--- src/pkg/meot_pkg.sv ---
// Constants for the motion event output trigger block
package meot_pkg;
	// ====================================================================
	// Sizes
	localparam int CHANNELS      = 2;
	localparam int OUTPUTS       = 4;
	localparam int SEL_W         = 2;
	localparam int VAL_W         = 23;
	localparam int CLK_HZ        = 20000000;
	localparam int TICK_MS       = 1;
	localparam int MS_CYCLES     = CLK_HZ / 1000 * TICK_MS;
	localparam int MS_CNT_W      = 15;
	localparam logic [VAL_W-1:0] TIME_MAX_MS  = 23'h07a120;
	localparam logic [VAL_W-1:0] DIST_MAX     = 23'h7fffff;
	localparam logic [VAL_W-1:0] SPEED_MAX    = 23'h07a120;
	localparam logic [VAL_W-1:0] SPEED_MIN    = 23'h000001;
	localparam logic [OUTPUTS-1:0] OUT_RESET  = 4'h0;

	// ====================================================================
	// Trigger sources
	typedef enum logic [1:0] {
		MEOT_SRC_TIME  = 2'b00,
		MEOT_SRC_DIST  = 2'b01,
		MEOT_SRC_SPEED = 2'b10
	} meot_src_t;
endpackage

--- src/rtl/meot_top.sv ---
// Motion event output trigger top: two channels driving four outputs
`timescale 1ns/100ps
module meot_top import meot_pkg::*; #(
	parameter int MS_DIV = MS_CYCLES
) (
	// Clock and reset
	input  wire logic                  core_clk_in,
	input  wire logic                  nrst_in,
	// Event channel commands: cfg_in and clr_in one bit per channel, the other fields shared by both channels
	input  wire logic [CHANNELS-1:0]   cfg_in,
	input  wire logic [CHANNELS-1:0]   clr_in,
	input  wire logic [SEL_W-1:0]      sel_in,
	input  wire logic                  level_in,
	input  wire logic [1:0]            src_in,
	input  wire logic [VAL_W-1:0]      value_in,
	// Motion status from the profile generator
	input  wire logic                  start_in,
	input  wire logic                  moving_in,
	input  wire logic                  step_in,
	input  wire logic [VAL_W-1:0]      speed_in,
	// General output control
	input  wire logic [OUTPUTS-1:0]    sys_assign_in,
	input  wire logic [OUTPUTS-1:0]    out_wr_in,
	input  wire logic [OUTPUTS-1:0]    out_wr_val_in,
	// Outputs and status
	output logic [OUTPUTS-1:0]         gen_out,
	output logic [CHANNELS-1:0]        armed_out,
	output logic [CHANNELS-1:0]        fired_out
);
	if (MS_DIV < 1) begin : g_bad_div
		$error("meot_top: bad divider");
	end

	// ====================================================================
	// Motion measures, restarted at each start
	logic             tick;
	logic [VAL_W-1:0] ms_cnt;
	logic [VAL_W-1:0] dist_cnt;
	wire ms_max   = (ms_cnt == DIST_MAX);
	wire dist_max = (dist_cnt == DIST_MAX);

	meot_ms_tick #(
		.DIV(MS_DIV)
	) u_tick (
		.core_clk_in(core_clk_in),
		.nrst_in    (nrst_in),
		.restart_in (start_in),
		.run_in     (moving_in),
		.tick_out   (tick)
	);

	always_ff @(posedge core_clk_in or negedge nrst_in) begin
		if (!nrst_in) begin
			ms_cnt   <= '0;
			dist_cnt <= '0;
		end else if (start_in) begin
			ms_cnt   <= '0;
			dist_cnt <= '0;
		end else begin
			if (tick && !ms_max) begin
				ms_cnt <= ms_cnt + 1'b1;
			end
			if (step_in && moving_in && !dist_max) begin
				dist_cnt <= dist_cnt + 1'b1;
			end
		end
	end

	// Zero between motions: a rearmed time or distance channel never fires on a stale move
	wire [VAL_W-1:0] ms_now   = moving_in ? ms_cnt : '0;
	wire [VAL_W-1:0] dist_now = moving_in ? dist_cnt : '0;

	// ====================================================================
	// Channels, each checked on its own
	logic [CHANNELS-1:0] done;
	logic [CHANNELS-1:0] fire;
	logic [CHANNELS-1:0] lvl;
	logic [SEL_W-1:0]    sel [CHANNELS];

	for (genvar c = 0; c < CHANNELS; c++) begin : g_ch
		meot_channel u_ch (
			.core_clk_in(core_clk_in),
			.nrst_in    (nrst_in),
			.cfg_in     (cfg_in[c]),
			.clr_in     (clr_in[c]),
			.sel_in     (sel_in),
			.level_in   (level_in),
			.src_in     (src_in),
			.value_in   (value_in),
			.start_in   (start_in),
			.ms_in      (ms_now),
			.dist_in    (dist_now),
			.speed_in   (speed_in),
			.armed_out  (armed_out[c]),
			.done_out   (done[c]),
			.sel_out    (sel[c]),
			.level_out  (lvl[c]),
			.fire_out   (fire[c])
		);
	end

	// ====================================================================
	// Output update; channel 1 wins a same-cycle clash on one output
	logic [OUTPUTS-1:0] next_out;
	always_comb begin
		next_out = gen_out;
		for (int o = 0; o < OUTPUTS; o++) begin
			if (out_wr_in[o]) begin
				next_out[o] = out_wr_val_in[o];
			end
			for (int c = 0; c < CHANNELS; c++) begin
				if (fire[c] && (sel[c] == SEL_W'(o)) && !sys_assign_in[o]) begin
					next_out[o] = lvl[c];
				end
			end
		end
	end

	// Clearing a channel never touches gen_out
	always_ff @(posedge core_clk_in or negedge nrst_in) begin
		if (!nrst_in) begin
			gen_out   <= OUT_RESET;
			fired_out <= '0;
		end else begin
			gen_out   <= next_out;
			fired_out <= done & armed_out;
		end
	end
endmodule // meot_top

--- src/rtl/meot_ms_tick.sv ---
// Millisecond tick divider restarted at motion start
`timescale 1ns/100ps
module meot_ms_tick import meot_pkg::*; #(
	parameter int DIV = MS_CYCLES
) (
	// Clock and reset
	input  wire logic core_clk_in,
	input  wire logic nrst_in,
	// Control
	input  wire logic restart_in,
	input  wire logic run_in,
	output logic      tick_out
);
	// Counter width bounds the divider
	if (DIV < 1 || DIV > (2 ** MS_CNT_W) - 1) begin : g_bad_div
		$error("meot_ms_tick: bad divider");
	end
	logic [MS_CNT_W-1:0] cnt;
	wire  last = (cnt == MS_CNT_W'(DIV - 1));
	always_ff @(posedge core_clk_in or negedge nrst_in) begin
		if (!nrst_in) begin
			cnt      <= '0;
			tick_out <= 1'b0;
		end else if (restart_in || !run_in) begin
			cnt      <= '0;
			tick_out <= 1'b0;
		end else begin
			cnt      <= last ? '0 : cnt + 1'b1;
			tick_out <= last;
		end
	end
endmodule // meot_ms_tick

--- src/rtl/meot_channel.sv ---
// One event channel: arming, trigger check and one-shot fire
`timescale 1ns/100ps
module meot_channel import meot_pkg::*; (
	// Clock and reset
	input  wire logic             core_clk_in,
	input  wire logic             nrst_in,
	// Command
	input  wire logic             cfg_in,
	input  wire logic             clr_in,
	input  wire logic [SEL_W-1:0] sel_in,
	input  wire logic             level_in,
	input  wire logic [1:0]       src_in,
	input  wire logic [VAL_W-1:0] value_in,
	// Motion
	input  wire logic             start_in,
	input  wire logic [VAL_W-1:0] ms_in,
	input  wire logic [VAL_W-1:0] dist_in,
	input  wire logic [VAL_W-1:0] speed_in,
	// State
	output logic                  armed_out,
	output logic                  done_out,
	output logic [SEL_W-1:0]      sel_out,
	output logic                  level_out,
	output logic                  fire_out
);
	logic [1:0]       src;
	logic [VAL_W-1:0] value;
	wire hit_time  = (src == MEOT_SRC_TIME)  && (ms_in >= value);
	wire hit_dist  = (src == MEOT_SRC_DIST)  && (dist_in >= value);
	wire hit_speed = (src == MEOT_SRC_SPEED) && (speed_in >= value);
	wire hit       = hit_time || hit_dist || hit_speed;
	wire next_fire = armed_out && !done_out && !start_in && !cfg_in && hit;
	// Out-of-range values are clamped rather than refused
	wire [VAL_W-1:0] cap = (src_in == MEOT_SRC_TIME) ? TIME_MAX_MS :
	                       (src_in == MEOT_SRC_DIST) ? DIST_MAX : SPEED_MAX;
	wire [VAL_W-1:0] next_value = (value_in > cap) ? cap :
	                 ((src_in == MEOT_SRC_SPEED) && (value_in < SPEED_MIN)) ? SPEED_MIN
	                 : value_in;
	always_ff @(posedge core_clk_in or negedge nrst_in) begin
		if (!nrst_in) begin
			armed_out <= 1'b0;
			done_out  <= 1'b0;
			sel_out   <= '0;
			level_out <= 1'b0;
			src       <= MEOT_SRC_TIME;
			value     <= '0;
			fire_out  <= 1'b0;
		end else begin
			fire_out <= next_fire;
			if (clr_in) begin
				armed_out <= 1'b0;
			end else if (cfg_in) begin
				armed_out <= 1'b1;
				done_out  <= 1'b0;
				sel_out   <= sel_in;
				level_out <= level_in;
				src       <= (src_in == 2'b11) ? MEOT_SRC_SPEED : src_in;
				value     <= next_value;
			end else if (start_in) begin
				done_out <= 1'b0;
			end else if (next_fire) begin
				done_out <= 1'b1;
			end
		end
	end
endmodule // meot_channel

--- config.mk ---
export PLATFORM = sky130hd
export DESIGN_NAME = meot_top
export DESIGN_NICKNAME = d
export VERILOG_FILES = /design/src/pkg/meot_pkg.sv /design/src/rtl/meot_top.sv /design/src/rtl/meot_ms_tick.sv /design/src/rtl/meot_channel.sv
export SDC_FILE = /design/constraint.sdc
export NUM_CORES = 1
export LEC_CHECK = 0
export BUFFER_PORTS_ARGS = -buffer_cell sky130_fd_sc_hd__buf_2
export CAP_MARGIN = 30
export CELL_PAD_IN_SITES_DETAIL_PLACEMENT = 1
export CELL_PAD_IN_SITES_GLOBAL_PLACEMENT = 2
export CORE_UTILIZATION = 42
export CTS_CLUSTER_SIZE = 10
export DETAILED_ROUTE_END_ITERATION = 7
export PLACE_DENSITY = 0.91
export SYNTH_ARGS = -nofsm -noshare
export SYNTH_HDL_FRONTEND = slang
export SYNTH_SLANG_ARGS = --single-unit
--- constraint.sdc ---
create_clock -name core_clk_in -period 3.6 [get_ports core_clk_in]
set_input_delay 0 -clock core_clk_in [delete_from_list [all_inputs] [get_ports core_clk_in]]
set_output_delay 0 -clock core_clk_in [all_outputs]
set_load 0.02 [all_outputs]
==> out/results.tsv, run 1 <==
metric	value	unit
total stage count of the critical path	12	
area of the core	22800	um2
initial DRC count	323	
nets	1360	
cell type with the highest aggregate area in the netlist	dfrtp_1	
Post-synth top cells	153 x ha_1, 130 x dfrtp_1, 120 x nor2_1	
FF-to-FF setup slack	0.89	ns
worst-margin pin slew	0.799	ns
die width	155	um
Crit-path slowest cell	dlygate4sd3_1	
Clk Latency, worst-skew pair	0.43	ns
Syn Inst Count	1023	
Cell Chain, Critical Path	dlygate4sd3_1 > buf_2 > nand2b_1 > ha_1 > and3_1 > o21ai_1 > a2111oi_2 > o31ai_2 > a21oi_2 > buf_4 > mux2_2 > mux2_2	
CTS sink count	130	
FF-to-FF End	g_ch[0].u_ch.fire_out	
post-DP HPWL	21700	um
Reg-to-Reg Start	ms_cnt[2]	
PwrDens	398	nW/um2
Placer Congestion	0.888	
post-synth top area share	33.1	%
full die area	24000	um2
clock skew	0.0121	ns
Die Ht	155	um
post-layout util	50.5	%
hold depth	3	
synth unique cells	72	
Fmax	307	MHz
Crit path max-delay family	buffers and inverters	
layout cells sized above 1	17.2	%
post_cts resized	0	
outcome	finished clean	
DRC	0	
Tot GR Track Use	25.8	%
max-slew violation count	0	
drt pass-1 iters	4	
Initial Utilization	43.1	%
Relative slew margins	46.0	%
Setup TNS Final	0	ns
WS Path Type	in -> reg	
count leader, synth	ha_1	
CTS root buffer	clkbuf_16	
ANT cells	0	
Synth Warn #	0	
wirelength, routed	29100	um
CP Capture Type	register	
Worst-path clk slew	0.06	ns
Leak	5.53	nW
min-delay worst type	in -> reg	
Layout area overhead	17.2	%
CP max stage delay	0.54	ns
placed cell areas	10600	um2
hold slack	0.0264	ns
Hold Crit Start	value_in[12]	
sequential fraction of the synthesis area	33.1	%
first-pass GRT wire length	47700	um
setup violators final	0	
Synth Area in XOR/XNOR	4.81	%
io pins	80	
Main synth FF type	dfrtp_1	
htree depth	4	
vias in the first global route	8762	
Cell Area, Synth	9820	um2
peak fanout along the critical path	23	
Synth Area per Inst	9.60	um2
routed length per instance	19.9	um
Post-Layout Inst Area	11500	um2
initial antenna violation count	0	
cts bufs inserted	17	
fin crit period	3.25	ns
largest net degree at the start of global routing	72	
Required @ worst endpoint	3.91	ns
largest cells by area after synthesis	dfrtp_1 33%, ha_1 19%, mux2_2 5.3%, nor2_1 4.6%, xor2_1 3.4%	
Final WS setup	0.347	ns
Async S/R FF share, synth	100	%
Post-synth EDFFs	0	
Simple-Gate Fraction of Synth Area	19.4	%
Mapped Nets	1248	
antenna viol nets, final	0	
fraction of synthesized area in multiplexers	7.82	%
worst path arrival time	3.56	ns
Port Buffers	79	
Critical Path Start Type	primary input	
Hold EP	g_ch[1].u_ch.value[12]	
row cnt	55	
Synth Area in Compound Gates	11.5	%
FF-to-FF path depth	9	
Peak VDD IR	259	uV
CTS tree	yes	
Yosys reg bits	130	
total number of vias	8113	
pre-CTS setup slack	0.515	ns
unrepaired setup endpoints after global routing	no	
most frequent CP cell	mux2_2	
worst path bufs/invs	3	
max-cap violation count	0	
Via-to-Cell Ratio	5.55	
Max clock buf depth	2	
Tcrit/Tclk final	90.4	%
Final Hold Fails	0	
grt ovf	0	
main combinational cell family by area after synthesis	adder cells	
Synth Area in Adders	19.7	%
==> placed cells by master, fill, tap and decap left out, types with 5 or more instances in the layout <==
master         count
nor2b_1            8
nor2_1           120
nor3_1            10
and2_1            43
and3_1            13
nor4_1             8
buf_4              7
xor2_1            38
a31oi_1            6
a21o_1            17
nand2b_1           6
dlygate4sd3_1     32
nand4_1           31
nand2_1           48
mux2_4            12
a21oi_1           62
nor4b_1            5
a211oi_1           9
ha_1             153
and4_1             6
and4_4             5
nand3_1           37
xnor2_1           16
inv_1             60
clkbuf_16         17
dfrtp_1          130
mux2_2            46
mux2i_1            7
buf_2             78
o21ai_0           33
==> worst reg2reg max path, stage by stage (launching register included) <==
cell and delay [ns]:
dfrtp_1 0.42, and2_1 0.20, ha_1 0.30, a21o_1 0.12, a31oi_1 0.06, o21ai_0 0.27, a221oi_1 0.18, or4_1 0.50
a221o_1 0.35, a211oi_2 0.22
==> state kept, by name, indices dropped and copies added, names as in the netlist <==
signal	count
g_ch.u_ch.value	46
dist_cnt	23
ms_cnt	23
u_tick.cnt	15
g_ch.u_ch.sel_out	4
g_ch.u_ch.src	4
gen_out	4
fired_out	2
g_ch.u_ch.armed_out	2
g_ch.u_ch.done_out	2
g_ch.u_ch.fire_out	2
g_ch.u_ch.level_out	2
u_tick.tick_out	1
==> report_power, final <==
part | switching [W] | total (W) | internal [W]
Clock | 0.000733 | 0.00183 | 0.00110
Sequential | 0.0000989 | 0.00168 | 0.00158
Combinational | 0.000616 | 0.00107 | 0.000456
==> repair_timing <==
action	CTS	global route
hold buffers	31	1
endpoints found under the setup margin	0	0
buffers inserted	0	0
endpoints found under the hold margin	114	6
==> worst max path at each step <==
stage               from                endpoint  slack, ns
3_3_place_gp   src_in[1]   g_ch[1].u_ch.value[2]       0.58
6_report       src_in[1]   g_ch[0].u_ch.value[2]       0.35
3_5_place_dp   src_in[1]   g_ch[1].u_ch.value[3]       0.52
5_1_grt        src_in[1]   g_ch[0].u_ch.value[2]       0.15
2_1_floorplan  src_in[1]  g_ch[0].u_ch.value[14]       0.84
4_1_cts        src_in[1]   g_ch[0].u_ch.value[2]       0.37
==> cells by family (layout without fill, tap and decap cells) <==
group,Yosys count,in the layout
flops,130,130
mux,65,65
xor+xnor,54,54
buf+inv,86,211
fa+ha+maj,155,155
simple gates,361,361
compound gates,172,172
==> through the flow <==
stage | total power, W | instances
floorplan | 0.00235 | 1023
global placement | 0.00267 | 1396
detailed placement | 0.00272 | 1396
CTS | 0.00461 | 1459
global route | 0.00482 | 1461
finish | 0.00458 | 1461
==> layout make-up <==
| type | instances | area (um2) |
|---|---|---|
| Fill cell | 2610 | 11300 |
| Multi-Input combinational cell | 807 | 6220 |
| Sequential cell | 130 | 3250 |
| Timing Repair Buffer | 119 | 811 |
| Clock buffer | 18 | 429 |
| Tap cell | 313 | 392 |
| Inverter | 60 | 225 |
| Clock inverter | 14 | 178 |
==> per-layer routing <==
layer	wire length, um	up-vias	part of all wire (%)	global-route usage, %
met1	13100	4047	45	33.2
met3	852	37	2.9	3.48
li1	-	3905	-	-
met2	14600	124	50	44.7
met5	0	-	0	0
met4	550	0	1.9	8.11
Power figures use the tool's default switching activity.
==> run 2: changes to the inputs <==
--- a/config.mk
+++ b/config.mk
@@ -9,10 +9,10 @@
 export CAP_MARGIN = 30
 export CELL_PAD_IN_SITES_DETAIL_PLACEMENT = 1
 export CELL_PAD_IN_SITES_GLOBAL_PLACEMENT = 2
-export CORE_UTILIZATION = 42
+export CORE_UTILIZATION = 39
 export CTS_CLUSTER_SIZE = 10
 export DETAILED_ROUTE_END_ITERATION = 7
-export PLACE_DENSITY = 0.91
+export PLACE_DENSITY = 0.86
 export SYNTH_ARGS = -nofsm -noshare
 export SYNTH_HDL_FRONTEND = slang
 export SYNTH_SLANG_ARGS = --single-unit
==> constraint.sdc (replaced) <==
create_clock -name core_clk_in -period 3.05 [get_ports core_clk_in]
set_input_delay 0 -clock core_clk_in [delete_from_list [all_inputs] [get_ports core_clk_in]]
set_output_delay 0 -clock core_clk_in [all_outputs]
set_load 0.02 [all_outputs]
==> out/results.tsv, run 2 (synthesis results as in run 1) <==
metric	value	unit	change
worst-margin pin slew	0.877	ns	was 0.799 ns
largest net degree at the start of global routing	101		was 72
hold slack	-0.00220	ns	was 0.0264 ns
Hold Crit Start	value_in[2]		was value_in[12]
max-cap violation count	0		unchanged
number of flip-flops in the largest register	46		unchanged
peak fanout along the critical path	13		was 23
Placer Congestion	0.862		was 0.888
htree depth	4		unchanged
Largest Register	g_ch.u_ch.value		unchanged
post-layout util	46.9	%	was 50.5%
drt pass-1 iters	4		unchanged
initial antenna violation count	1		was 0
Relative slew margins	41.0	%	was 46.0%
row cnt	57		was 55
CTS tree	yes		unchanged
initial DRC count	458		was 323
Fillers	2837		was 2610
Port Buffers	79		unchanged
Worst-path clk slew	0.07	ns	was 0.06 ns
Max clock buf depth	2		unchanged
Initial Utilization	40.0	%	was 43.1%
Required @ worst endpoint	3.35	ns	was 3.91 ns
Via-to-Cell Ratio	5.56		was 5.55
Critical Path Start Type	primary input		unchanged
die width	161	um	was 155 um
Setup TNS Final	0	ns	unchanged
vias in the first global route	8777		was 8762
antenna viol nets, final	0		unchanged
clock skew	0.0127	ns	was 0.0121 ns
Crit path max-delay family	buffers and inverters		unchanged
worst path arrival time	3.20	ns	was 3.56 ns
Cell Chain, Critical Path	dlygate4sd3_1 > buf_2 > nand2b_2 > ha_1 > and3_1 > o21ai_1 > a2111oi_2 > o31ai_2 > a21oi_2 > buf_6 > mux2_4 > mux2_2		was dlygate4sd3_1 > buf_2 > nand2b_1 > ha_1 > and3_1 > o21ai_1 > a2111oi_2 > o31ai_2 > a21oi_2 > buf_4 > mux2_2 > mux2_2
io pins	80		unchanged
WS Path Type	in -> reg		unchanged
Die Ht	161	um	was 155 um
total setup buffers inserted after CTS	0		unchanged
most frequent cells in the layout	153 x ha_1, 130 x dfrtp_1, 120 x nor2_1, 78 x buf_2, 62 x a21oi_1		unchanged
unrepaired setup endpoints after global routing	no		unchanged
outcome	finished, violations left		was finished clean
post-DP HPWL	22900	um	was 21700 um
area of the core	24500	um2	was 22800 um2
DRC	0		unchanged
min-delay worst type	in -> reg		unchanged
Final Hold Fails	2		was 0
cts bufs inserted	17		unchanged
nets	1364		was 1360
grt ovf	0		unchanged
layout cells sized above 1	18.1	%	was 17.2%
ANT cells	0		unchanged
Reg-to-Reg Start	ms_cnt[2]		unchanged
critical path launch point	src_in[1]		unchanged
violated checks	hold timing		
routed length per instance	20.1	um	was 19.9 um
setup violators final	0		unchanged
Clk Latency, worst-skew pair	0.43	ns	about the same
CTS root buffer	clkbuf_16		unchanged
wirelength, routed	29700	um	was 29100 um
Fmax	345	MHz	
max-slew violation count	0		unchanged
worst path bufs/invs	3		unchanged
PwrDens	460	nW/um2	was 398 nW/um2
Tot GR Track Use	24.0	%	was 25.8%
commonest non-fill, non-tap cell in the layout	ha_1		unchanged
first-pass GRT wire length	47900	um	was 47700 um
Leak	5.53	nW	about the same
Peak VDD IR	311	uV	was 259 uV
CP max stage delay	0.56	ns	was 0.54 ns
Crit-path slowest cell	dlygate4sd3_1		unchanged
total number of vias	8210		was 8113
CP Capture Type	register		unchanged
full die area	25800	um2	was 24000 um2
Tcrit/Tclk final	95.1	%	
CTS sink count	130		unchanged
Layout area overhead	17.1	%	was 17.2%
Largest regs	g_ch.u_ch.value x46, dist_cnt x23, ms_cnt x23		unchanged
fin crit period	2.90	ns	
## run 2: final cells by class
class,instances,area [um2],share of cell area [%]
repair buffers,123,818,7.12
well taps,324,405,3.53
clock buffers,18,429,3.73
flip-flops and latches,130,3250,28.3
clock inverters,14,141,1.23
inverters,60,225,1.96
multi-input cells,807,6230,54.2
## run 2: stage by stage
step | setup WS (ns) | instance area (um2) | instances | hold slack, ns | power, W
global route | 0.0348 | 11500 | 1476 | 0.00894 | 0.00556
CTS | 0.0274 | 11500 | 1474 | 0.00101 | 0.00531
finish | 0.149 | 11500 | 1476 | -0.00220 | 0.00529
detailed placement | 0.167 | 10600 | 1418 | 0.175 | 0.00322
floorplan | 0.291 | 9820 | 1023 | -0.296 | 0.00277
global placement | 0.283 | 10600 | 1418 | 0.172 | 0.00316
## run 2: path summary, 6_finish.rpt
| kind | end | slack (ns) | depth (start not counted) |
|---|---|---|---|
| min in group asynchronous | g_ch[1].u_ch.value[2] | 0.45 | 3 |
| max reg2reg | g_ch[0].u_ch.fire_out | 0.38 | 9 |
| max in group asynchronous | g_ch[1].u_ch.sel_out[0] | 1.71 | 5 |
| min | g_ch[0].u_ch.value[2] | -0.002 | 3 |
| max | g_ch[0].u_ch.value[20] | 0.15 | 12 |
| min reg2reg | u_tick.cnt[0] | 0.49 | 1 |
## run 2: repair_timing
item	CTS	global route
endpoints found under the setup margin	0	35
gates resized for setup	0	2
hold buffers	24	1
hold endpoints to repair	129	4
## run 2: layer usage
| layer | vias up | track usage (%) | wire [um] |
|---|---|---|---|
| li1 | 3920 | - | - |
| met1 | 4089 | 31.8 | 13600 |
| met2 | 168 | 40.3 | 14400 |
| met3 | 33 | 3.74 | 1180 |
| met4 | 0 | 6.73 | 545 |
| met5 | - | 0 | 0 |
## run 2: power breakdown
group	total (W)	switching, W	internal [W]
registers	0.00198	0.000113	0.00186
clock network	0.00205	0.000899	0.00115
logic	0.00127	0.000734	0.000536
total	0.00529	0.00175	0.00355
## run 2: worst min-delay path: cells and delay by family
| family | cells | cell delay [ns] |
|---|---|---|
| buf+inv | 1 | 0.11 |
| mux | 2 | 0.29 |
==> run 3: changes to the inputs <==
--- a/config.mk
+++ b/config.mk
@@ -9,10 +9,11 @@
 export CAP_MARGIN = 30
 export CELL_PAD_IN_SITES_DETAIL_PLACEMENT = 1
 export CELL_PAD_IN_SITES_GLOBAL_PLACEMENT = 2
-export CORE_UTILIZATION = 39
+export CORE_UTILIZATION = 42
 export CTS_CLUSTER_SIZE = 10
 export DETAILED_ROUTE_END_ITERATION = 7
-export PLACE_DENSITY = 0.86
+export PLACE_DENSITY = 0.92
 export SYNTH_ARGS = -nofsm -noshare
 export SYNTH_HDL_FRONTEND = slang
+export SYNTH_HIERARCHICAL = 1
 export SYNTH_SLANG_ARGS = --single-unit
==> constraint.sdc (replaced) <==
create_clock -name core_clk_in -period 3.5 [get_ports core_clk_in]
set_input_delay 0 -clock core_clk_in [delete_from_list [all_inputs] [get_ports core_clk_in]]
set_output_delay 0 -clock core_clk_in [all_outputs]
set_load 0.02 [all_outputs]
==> out/results.tsv, run 3 <==
metric	value	unit	change
outcome	finished clean		was finished, violations left
largest net degree at the start of global routing	98		was 101
worst path arrival time	3.27	ns	was 3.20 ns
Crit-path slowest cell	dlygate4sd3_1		unchanged
number of flip-flops in the largest register	46		unchanged
CTS sink count	130		unchanged
max-slew violation count	0		unchanged
Layout area overhead	16.5	%	was 17.1%
Tcrit/Tclk final	84.8	%	
Final Hold Fails	0		was 2
Setup TNS Final	0	ns	unchanged
Via-to-Cell Ratio	5.82		was 5.56
Max clock buf depth	2		unchanged
Cell Chain, Critical Path	dlygate4sd3_1 > buf_2 > or2b_1 > ha_1 > a21oi_1 > a31oi_1 > o211a_1 > o211ai_2 > nand3_2 > o221a_2		was dlygate4sd3_1 > buf_2 > nand2b_2 > ha_1 > and3_1 > o21ai_1 > a2111oi_2 > o31ai_2 > a21oi_2 > buf_6 > mux2_4 > mux2_2
antenna viol nets, final	0		unchanged
Required @ worst endpoint	3.80	ns	was 3.35 ns
Async S/R FF share, synth	100	%	unchanged
nets	1484		was 1364
cts bufs inserted	17		unchanged
area of the core	24400	um2	was 24500 um2
Initial Utilization	42.9	%	was 40.0%
Placer Congestion	0.852		was 0.862
count leader, synth	ha_1		unchanged
post-layout util	49.9	%	was 46.9%
io pins	80		unchanged
Die Ht	160	um	was 161 um
layout cells sized above 1	14.9	%	was 18.1%
clock skew	0.0212	ns	was 0.0127 ns
total stage count of the critical path	10		was 12
Mapped Nets	1370		was 1248
commonest non-fill, non-tap cell in the layout	ha_1		unchanged
Cell Area, Synth	10500	um2	was 9820 um2
post-DP HPWL	23700	um	was 22900 um
Hold Crit Start	value_in[4]		was value_in[2]
CP max stage delay	0.54	ns	was 0.56 ns
row cnt	57		unchanged
worst path bufs/invs	2		was 3
setup violators final	0		unchanged
FF-to-FF setup slack	1.01	ns	was 0.38 ns
fin crit period	2.97	ns	
sequential fraction of the synthesis area	31.1	%	was 33.1%
wirelength, routed	32300	um	was 29700 um
initial antenna violation count	1		unchanged
first-pass GRT wire length	52400	um	was 47900 um
die width	160	um	was 161 um
min-delay worst type	in -> reg		unchanged
Reg-to-Reg Start	g_ch[1].u_ch/value[4]		was ms_cnt[2]
htree depth	4		unchanged
Yosys reg bits	130		unchanged
full die area	25500	um2	was 25800 um2
Peak VDD IR	282	uV	was 311 uV
most frequent cells in the layout	173 x ha_1, 130 x dfrtp_1, 100 x nand2_1, 97 x nor2_1, 79 x a21oi_1		was 153 x ha_1, 130 x dfrtp_1, 120 x nor2_1, 78 x buf_2, 62 x a21oi_1
largest cells by area after synthesis	dfrtp_1 31%, ha_1 21%, a21oi_1 3.8%, nand2_1 3.6%, nor2_1 3.5%		was dfrtp_1 33%, ha_1 19%, mux2_2 5.3%, nor2_1 4.6%, xor2_1 3.4%
Main synth FF type	dfrtp_1		unchanged
DRC	0		unchanged
post-synth top area share	31.1	%	was 33.1%
total setup buffers inserted after CTS	0		unchanged
Clk Latency, worst-skew pair	0.44	ns	was 0.43 ns
Largest regs	g_ch.u_ch/value x46, dist_cnt x23, ms_cnt x23		was g_ch.u_ch.value x46, dist_cnt x23, ms_cnt x23
Synth Warn #	6		was 0
final std cells w/o fill	1577		was 1476
Port Buffers	79		unchanged
synth unique cells	80		was 72
Relative slew margins	45.5	%	was 41.0%
DP Cell Count	1507		was 1418
Post-synth top cells	173 x ha_1, 130 x dfrtp_1, 100 x nand2_1		was 153 x ha_1, 130 x dfrtp_1, 120 x nor2_1
CP Capture Type	register		unchanged
hold depth	2		was 3
Fmax	337	MHz	
PwrDens	393	nW/um2	was 460 nW/um2
cell type with the highest aggregate area in the netlist	dfrtp_1		unchanged
Leak	5.93	nW	was 5.53 nW
Post-synth EDFFs	0		unchanged
WS Path Type	in -> reg		unchanged
initial DRC count	409		was 458
Worst-path clk slew	0.06	ns	was 0.07 ns
CTS tree	yes		unchanged
unrepaired setup endpoints after global routing	no		unchanged
total number of vias	9184		was 8210
FF-to-FF path depth	9		unchanged
Critical Path Start Type	primary input		unchanged
critical path launch point	src_in[1]		unchanged
Largest Register	g_ch.u_ch/value		was g_ch.u_ch.value
CTS root buffer	clkbuf_16		unchanged
peak fanout along the critical path	23		was 13
routed length per instance	20.5	um	was 20.1 um
max-cap violation count	0		unchanged
Syn Inst Count	1125		was 1023
Synth Area per Inst	9.30	um2	was 9.60 um2
worst-margin pin slew	0.818	ns	was 0.877 ns
grt ovf	0		unchanged
Crit path max-delay family	compound AO/OA/AOI/OAI gates		was buffers and inverters
drt pass-1 iters	5		was 4
vias in the first global route	9697		was 8777
Tot GR Track Use	26.1	%	was 24.0%
## run 3: worst paths after layout
kind                                          end
min reg2reg                         u_tick/cnt[0]
max reg2reg                 g_ch[1].u_ch/fire_out
min in group asynchronous   g_ch[0].u_ch/value[0]
max in group asynchronous            dist_cnt[11]
max                        g_ch[1].u_ch/value[11]
min                         g_ch[0].u_ch/value[4]
## run 3: power breakdown
group          total (W)  internal (W)  switching [W]
combinational    0.00106      0.000425       0.000632
clock            0.00203       0.00128       0.000746
sequential       0.00170       0.00162      0.0000852
total            0.00479       0.00332        0.00146
## run 3: kinds of logic after synthesis
kind of cell	after synthesis	synth area share, %
AO/OA/AOI/OAI	250	17.1
XOR/XNOR	40	3.35
adder cells (fa/ha/maj)	173	20.7
buffers and inverters	91	3.95
flip-flops	130	31.1
multiplexers	11	1.12
AND/OR/NAND/NOR	430	22.7
## run 3: what timing repair did
action	CTS	global route
resized for setup	0	0
endpoints found under the hold margin	151	0
hold buffers	36	0
endpoints found under the setup margin	0	0
## run 3: layout make-up
| class | count | area [um2] |
|---|---|---|
| sequential | 130 | 3250 |
| inverter | 65 | 244 |
| fill | 2850 | 12200 |
| tap | 324 | 405 |
| timing repair buffer | 121 | 827 |
| antenna | 1 | 2.50 |
| multi-input combinational | 904 | 6790 |
| clock buffer | 19 | 433 |
| clock inverter | 13 | 223 |
## run 3: per-stage QoR
| step | area, um2 | total power (W) | setup slack, ns | hold WS, ns |
|---|---|---|---|---|
| 6_report | 12200 | 0.00479 | 0.531 | 0.00867 |
| 5_1_grt | 12200 | 0.00503 | 0.347 | 0.00879 |
| 4_1_cts | 12100 | 0.00481 | 0.616 | 0.00374 |
| 3_5_place_dp | 11100 | 0.00273 | 0.732 | 0.181 |
| 3_3_place_gp | 11100 | 0.00267 | 0.816 | 0.168 |
| 2_1_floorplan | 10500 | 0.00235 | 1.41 | -0.296 |
## run 3: per-layer routing
| layer | wire length [um] | part of all wire [%] | GRT usage, % | vias to the layer above |
|---|---|---|---|---|
| met2 | 15600 | 48 | 43.7 | 176 |
| li1 | - | - | - | 4400 |
| met4 | 471 | 1.5 | 6.67 | 0 |
| met5 | 0 | 0 | 0 | - |
| met3 | 1010 | 3.1 | 3.97 | 37 |
| met1 | 15300 | 47 | 35.3 | 4571 |
